[src/dcb_pkg.sv]
// Constants and types for the dual channel buffer controller
package dcb_pkg;
    localparam int DCB_WIDTH = 16;
    localparam int DCB_NLOAD = 4;
    localparam int DCB_NDISC = 4;
    localparam int DCB_NRST = 3;
    localparam int DCB_NRESP = 4;
    localparam int DCB_NCHAN = 2;
    // Strobe hold time in ns, so the device sees a full assertion
    localparam int DCB_STROBE_NS = 8;
    localparam int DCB_CLK_NS = 4;
    localparam int DCB_STROBE_CYC = (DCB_STROBE_NS + DCB_CLK_NS - 1) / DCB_CLK_NS;
    localparam logic [3:0] DCB_CNT_RST = 4'h0;
    localparam logic [15:0] DCB_DATA_RST = 16'h0000;
    typedef enum logic [1:0] {
        DCB_IDLE = 2'b00,
        DCB_PULSE = 2'b01,
        DCB_WAIT = 2'b11,
        DCB_GAP = 2'b10
    } dcb_state_e;
endpackage : dcb_pkg

[src/dcb_host.sv]
// Host-side controller for one writer and one reader channel of the buffer
`timescale 1ns/100ps
// How it works
// - Unused disconnect group must hold one strobe low.
// - Unused reset group must hold one strobe low.
// - Reader waits for data-valid, reads, then gives a full response.
// - Use disconnect to load silently and drop read-ack.
module dcb_host
    import dcb_pkg::*;
#(
    parameter int WIDTH = DCB_WIDTH
) (
    input wire logic MCLK,
    input wire logic SRST,
    // Writer side: words to send into channel 0
    input wire logic [WIDTH-1:0] WR_DATA,
    input wire logic WR_SILENT,
    input wire logic WR_VALID,
    output logic WR_READY,
    // Device pins, channel 0 (written by us)
    output logic [WIDTH-1:0] DEV_IN_DATA,
    output logic [DCB_NLOAD-1:0] DEV_LOAD,
    output logic [DCB_NDISC-1:0] DEV_DISC,
    output logic [DCB_NRST-1:0] DEV_RST,
    input wire logic DEV_READ_ACK_FLAG,
    // Device pins, channel 1 (read by us)
    input wire logic [WIDTH-1:0] DEV_OUT_DATA,
    input wire logic DEV_DATA_VALID_FLAG,
    output logic [DCB_NRESP-1:0] DEV_RESP,
    // Reader side: words taken from channel 1
    output logic [WIDTH-1:0] RD_DATA,
    output logic RD_VALID,
    input wire logic RD_READY
);
    // ----------------------------------------------------------------
    // Helpers
    // ----------------------------------------------------------------
    function automatic logic [3:0] dcb_inc(input logic [3:0] v);
        dcb_inc = v + 4'h1;
    endfunction : dcb_inc

    // Strobe width rounds up to whole clocks, never shorter than asked
    localparam logic [3:0] HOLD = 4'(DCB_STROBE_CYC);

    // ----------------------------------------------------------------
    // Writer: drive load or disconnect strobes
    // ----------------------------------------------------------------
    dcb_state_e w_state_r;
    logic [3:0] w_cnt_r;
    logic w_silent_r;
    logic w_first_r;

    // Acceptance: first word and any word after a silent load free, others wait for read-ack
    // writer waits for consumption
    // One-cycle pulse so a held valid is taken only once
    always_ff @(posedge MCLK) begin
        if (SRST) begin
            WR_READY <= 1'b0;
        end else begin
            WR_READY <= (w_state_r == DCB_IDLE) && !WR_READY &&
                        (w_first_r || DEV_READ_ACK_FLAG);
        end
    end

    always_ff @(posedge MCLK) begin
        if (SRST) begin
            w_state_r <= DCB_IDLE;
            w_cnt_r <= DCB_CNT_RST;
            w_silent_r <= 1'b0;
            w_first_r <= 1'b1;
            DEV_IN_DATA <= DCB_DATA_RST;
            DEV_LOAD <= '0;
            DEV_DISC <= '0;
        end else begin
            unique case (w_state_r)
                DCB_IDLE: begin
                    if (WR_VALID && WR_READY) begin
                        DEV_IN_DATA <= WR_DATA;
                        w_silent_r <= WR_SILENT;
                        w_cnt_r <= DCB_CNT_RST;
                        w_state_r <= DCB_PULSE;
                    end
                end
                DCB_PULSE: begin
                    if (w_silent_r) begin
                        DEV_DISC <= '1;
                    end else begin
                        DEV_LOAD <= '1;
                    end
                    w_cnt_r <= dcb_inc(w_cnt_r);
                    if (w_cnt_r == HOLD) begin
                        w_state_r <= DCB_WAIT;
                    end
                end
                DCB_WAIT: begin
                    DEV_LOAD <= '0;
                    DEV_DISC <= '0;
                    w_first_r <= w_silent_r;
                    w_state_r <= DCB_GAP;
                end
                DCB_GAP: begin
                    // Let read-ack clear first, else a stale ack re-accepts
                    if (!DEV_READ_ACK_FLAG || w_silent_r) begin
                        w_state_r <= DCB_IDLE;
                    end
                end
            endcase
        end
    end

    // ----------------------------------------------------------------
    // Reader with two-entry skid buffer
    // ----------------------------------------------------------------
    dcb_state_e r_state_r;
    logic [3:0] r_cnt_r;
    logic [WIDTH-1:0] buf_mem [0:1];
    logic buf_wp_r;
    logic buf_rp_r;
    logic [1:0] buf_cnt_r;
    logic push;
    logic pop;

    // Buffer full stalls reading, so no word is lost
    assign push = (r_state_r == DCB_IDLE) && DEV_DATA_VALID_FLAG && (buf_cnt_r != 2'h2);
    assign pop = RD_VALID && RD_READY;

    always_ff @(posedge MCLK) begin
        if (SRST) begin
            r_state_r <= DCB_IDLE;
            r_cnt_r <= DCB_CNT_RST;
            DEV_RESP <= '0;
        end else begin
            unique case (r_state_r)
                DCB_IDLE: begin
                    if (push) begin
                        r_cnt_r <= DCB_CNT_RST;
                        r_state_r <= DCB_PULSE;
                    end
                end
                DCB_PULSE: begin
                    DEV_RESP <= '1;
                    r_cnt_r <= dcb_inc(r_cnt_r);
                    if (r_cnt_r == HOLD) begin
                        r_state_r <= DCB_WAIT;
                    end
                end
                DCB_WAIT: begin
                    DEV_RESP <= '0;
                    r_state_r <= DCB_GAP;
                end
                DCB_GAP: begin
                    // Wait for data-valid to drop, else one word is taken twice
                    if (!DEV_DATA_VALID_FLAG) begin
                        r_state_r <= DCB_IDLE;
                    end
                end
            endcase
        end
    end

    always_ff @(posedge MCLK) begin
        if (push) begin
            buf_mem[buf_wp_r] <= DEV_OUT_DATA;
        end
    end

    always_ff @(posedge MCLK) begin
        if (SRST) begin
            buf_wp_r <= 1'b0;
            buf_rp_r <= 1'b0;
            buf_cnt_r <= 2'd0;
        end else begin
            if (push) begin
                buf_wp_r <= ~buf_wp_r;
            end
            if (pop) begin
                buf_rp_r <= ~buf_rp_r;
            end
            buf_cnt_r <= buf_cnt_r + {1'b0, push} - {1'b0, pop};
        end
    end

    // ----------------------------------------------------------------
    // Registered output stage fed from the buffer
    // ----------------------------------------------------------------
    always_ff @(posedge MCLK) begin
        if (SRST) begin
            RD_VALID <= 1'b0;
            RD_DATA <= DCB_DATA_RST;
        end else begin
            RD_VALID <= (buf_cnt_r - {1'b0, pop}) != 2'h0;
            RD_DATA <= pop ? buf_mem[~buf_rp_r] : buf_mem[buf_rp_r];
        end
    end

    // ----------------------------------------------------------------
    // Unused reset strobe group
    // ----------------------------------------------------------------
    // reset group held low
    // Read-ack is cleared through disconnect instead
    always_ff @(posedge MCLK) begin
        DEV_RST <= '0;
    end
endmodule : dcb_host

[config.mk]
export PLATFORM = sky130hd
export DESIGN_NAME = dcb_host
export DESIGN_NICKNAME = d
export VERILOG_FILES = /design/src/dcb_pkg.sv /design/src/dcb_host.sv
export SDC_FILE = /design/constraint.sdc
export NUM_CORES = 1
export LEC_CHECK = 0
export BUFFER_PORTS_ARGS = -buffer_cell sky130_fd_sc_hd__buf_2
export CAP_MARGIN = 30
export CORE_ASPECT_RATIO = 0.8
export CORE_MARGIN = 8
export CORE_UTILIZATION = 25
export DETAILED_ROUTE_END_ITERATION = 16
export PLACE_DENSITY_LB_ADDON = 0.15
export SLEW_MARGIN = 5
export SYNTH_ARGS = -nofsm -noshare
export SYNTH_HDL_FRONTEND = slang
export SYNTH_SLANG_ARGS = --single-unit
[constraint.sdc]
create_clock -name MCLK -period 2.7 [get_ports MCLK]
set_input_delay 0.135 -clock MCLK [delete_from_list [all_inputs] [get_ports MCLK]]
set_output_delay 0.135 -clock MCLK [all_outputs]
set_load 0.05 [all_outputs]
==> impl_metrics.env <==
export IMPL_synth_top_area_share_pct=32.65
export IMPL_drc=0
export IMPL_p_comb_share_pct=23.9
export IMPL_routed_via_count=2339
export IMPL_drtIter0Drc=105
export IMPL_setup_viol=0
export IMPL_tns_ps=0
export IMPL_seqPwrFrac_pct=43.5
export IMPL_cp_start_kind="flop"
export IMPL_drive_gt1_share_pct=27.39
export IMPL_syn_area_um2=3433
export IMPL_grt_pass1_vias=2287
export IMPL_drt_first_pass_iters=4
export IMPL_cp_required_ps=2900
export IMPL_clk_pin_slew_ps=70
export IMPL_avgViaCountPerCell=4.047
export IMPL_hold_path_class="in -> reg"
export IMPL_synth_edf_count=32
export IMPL_worstPathMaxFanout=4
export IMPL_coreArea_um2=13500
export IMPL_start_util_pct=25.43
export IMPL_period_share_pct=64.68
export IMPL_clockRootBuffer="clkbuf_16"
export IMPL_min_period_ps=1746
export IMPL_insertion_delay_ps=340
export IMPL_p_sw_mw=1.284
export IMPL_clkPwrFrac_pct=32.6
export IMPL_finClkSkew_ps=7.129
export IMPL_synth_top_area_cell="dfxtp_1"
export IMPL_ys_seq_area_share_pct=60.64
export IMPL_overflow=0
export IMPL_synth_distinct_cells=41
export IMPL_track_usage_pct=8.447
export IMPL_die_height_um=120.8
export IMPL_criticalPathCategory="reg -> reg"
export IMPL_ys_flop_type="dfxtp_1"
export IMPL_powerDensity_nw_per_um2=860.3
export IMPL_rsz0062_at_grt="no"
export IMPL_final_common_cell="buf_2"
export IMPL_rows=38
export IMPL_clock_sinks=88
export IMPL_numCtsBuffers=9
export IMPL_final_cell_mix="buf_2, dfxtp_1, nand2b_1"
export IMPL_worst_slew_pin_slew_ps=850.2
export IMPL_finalHoldViolCount=0
export IMPL_grt_pass1_wl_um=11700
export IMPL_port_buffers=84
export IMPL_max_freq_mhz=572.7
export IMPL_r2r_start="buf_cnt_r[0]"
export IMPL_hold_start="WR_DATA[11]"
export IMPL_ios=88
export IMPL_nets=438
export IMPL_yosys_top_cells_area="dfxtp_1, edfxtp_1, nand2b_1"
export IMPL_dieArea_um2=17760
export IMPL_clock_path_buffers=2
export IMPL_maxSlewHeadroom_pct=42.11
export IMPL_wl_per_cell_um=12.50
export IMPL_synth_area_per_cell_um2=11.33
export IMPL_htreeDepth=3
export IMPL_grt_start_max_net_pins=54
export IMPL_wl_um=7224
export IMPL_drv_cap=0
export IMPL_endpoint_kind="flop"
export IMPL_syn_inst=303
export IMPL_area_growth_pct=28.10
export IMPL_async_flop_share_pct=0
export IMPL_arrival_ps=1950
export IMPL_die_w_um=147.0
export IMPL_synth_seq_cells=88
export IMPL_swShare_pct=33.92
export IMPL_antenna_found_initial=0
export IMPL_detail_route_antenna_nets=0
export IMPL_status="finished, final reports clean"
export IMPL_intPower_mw=2.500
export IMPL_ir_drop_mv=0.3471
export IMPL_crit_start="buf_cnt_r[0]"
export IMPL_yosys_warnings=0
export IMPL_dp_hpwl_um=4822
export IMPL_p_leak_nw=1.878
export IMPL_n_antenna_cell=0
export IMPL_maxSlewViolCount=0
export IMPL_gp_congestion=0.6961
export IMPL_cts_tree="built"
export IMPL_total_power_mw=3.784
[cell families (layout without fill, tap and decap cells)]
family	count (synthesis)	count (layout)	share of synthesized area, %
compound gates	45	45	8.054
xor+xnor	4	4	1.021
fa+ha+maj	6	6	2.187
buf+inv	37	130	6.414
flops	88	88	60.64
mux	19	19	5.940
other cells	1	3	0.1092
simple gates	103	103	15.63
[cell type report]
cell class / count / area (um^2)
inverters: 9 / 33.78
repair buffers: 105 / 620.6
clock inverters: 7 / 72.57
well taps: 180 / 225.2
clock buffers: 9 / 225.2
multi-input cells: 180 / 1139
fillers: 1376 / 9105
flip-flops and latches: 88 / 2082
[path summary, 6_finish.rpt]
| check | to | slack, ps | depth (start not counted) |
|---|---|---|---|
| max | buf_cnt_r[1] | 950 | 8 |
| min | DEV_IN_DATA[11] | 20 | 3 |
| max reg2reg | buf_cnt_r[1] | 950 | 8 |
| min reg2reg | DEV_IN_DATA[12] | 450 | 2 |
[cells in the mapped netlist (4+ instances only)]
cell type and count:
dfxtp_1 56, ha_1 6, nor3_1 5, nor2b_1 4
nand2b_1 35, buf_2 7, nor2_1 12, clkbuf_1 4
edfxtp_1 32, a21oi_1 27, nand3_1 4, inv_1 9
mux2i_1 17, nand2_1 34, buf_4 15
[timing repair]
action / CTS / global route
endpoints found under the hold margin: 33 / 0
resized for setup: 0 / 0
buffers inserted: 0 / 0
hold buffers: 17 / 0
[registers in the layout (all words and copies together), names as in the netlist, 2 cells and up, named ones only]
register	flops
buf_mem	32
DEV_IN_DATA	16
RD_DATA	16
r_cnt_r	4
w_cnt_r	4
buf_cnt_r	2
r_state_r	2
w_state_r	2
[power groups by stage]
stage | clock, mW | sequential (mW) | combinational, mW
after CTS | 1.30 | 1.65 | 0.927
after global placement | 0 | 1.67 | 0.900
after floorplan | 0 | 1.96 | 0.431
after global routing | 1.35 | 1.67 | 0.984
after detailed placement | 0 | 1.68 | 0.906
final | 1.24 | 1.65 | 0.903
[routing by layer]
metal / global-route usage, % / part of all wire [%] / vias up
met5: 0 / 0 / -
met4: 3.051 / 1.2 / 0
met3: 3.659 / 5.4 / 7
met2: 13.56 / 48 / 49
met1: 9.928 / 46 / 1084
li1: - / - / 1199
[worst max-delay path, stage by stage, from the launching register on]
cell,delay (ps)
dfxtp_1,360
nand2b_1,180
nand3_1,180
ha_1,320
inv_1,40
ha_1,170
xnor2_1,170
xnor2_1,140
nor2_1,50
[per-stage QoR]
stage / util [%] / hold slack [ps] / cell area, um^2 / std cells / setup WS [ps]
final: 32.57 / 23.37 / 4398 / 578 / 953.8
after global placement: 29.10 / 322.0 / 3930 / 545 / 998.5
after global routing: 32.57 / 11.80 / 4398 / 578 / 736.8
after floorplan: - / 233.9 / 3441 / 305 / 920.4
after CTS: 32.57 / 3.401 / 4398 / 578 / 928.2
after detailed placement: 29.10 / 325.7 / 3930 / 545 / 945.1
(Power assumes the default switching activity.)
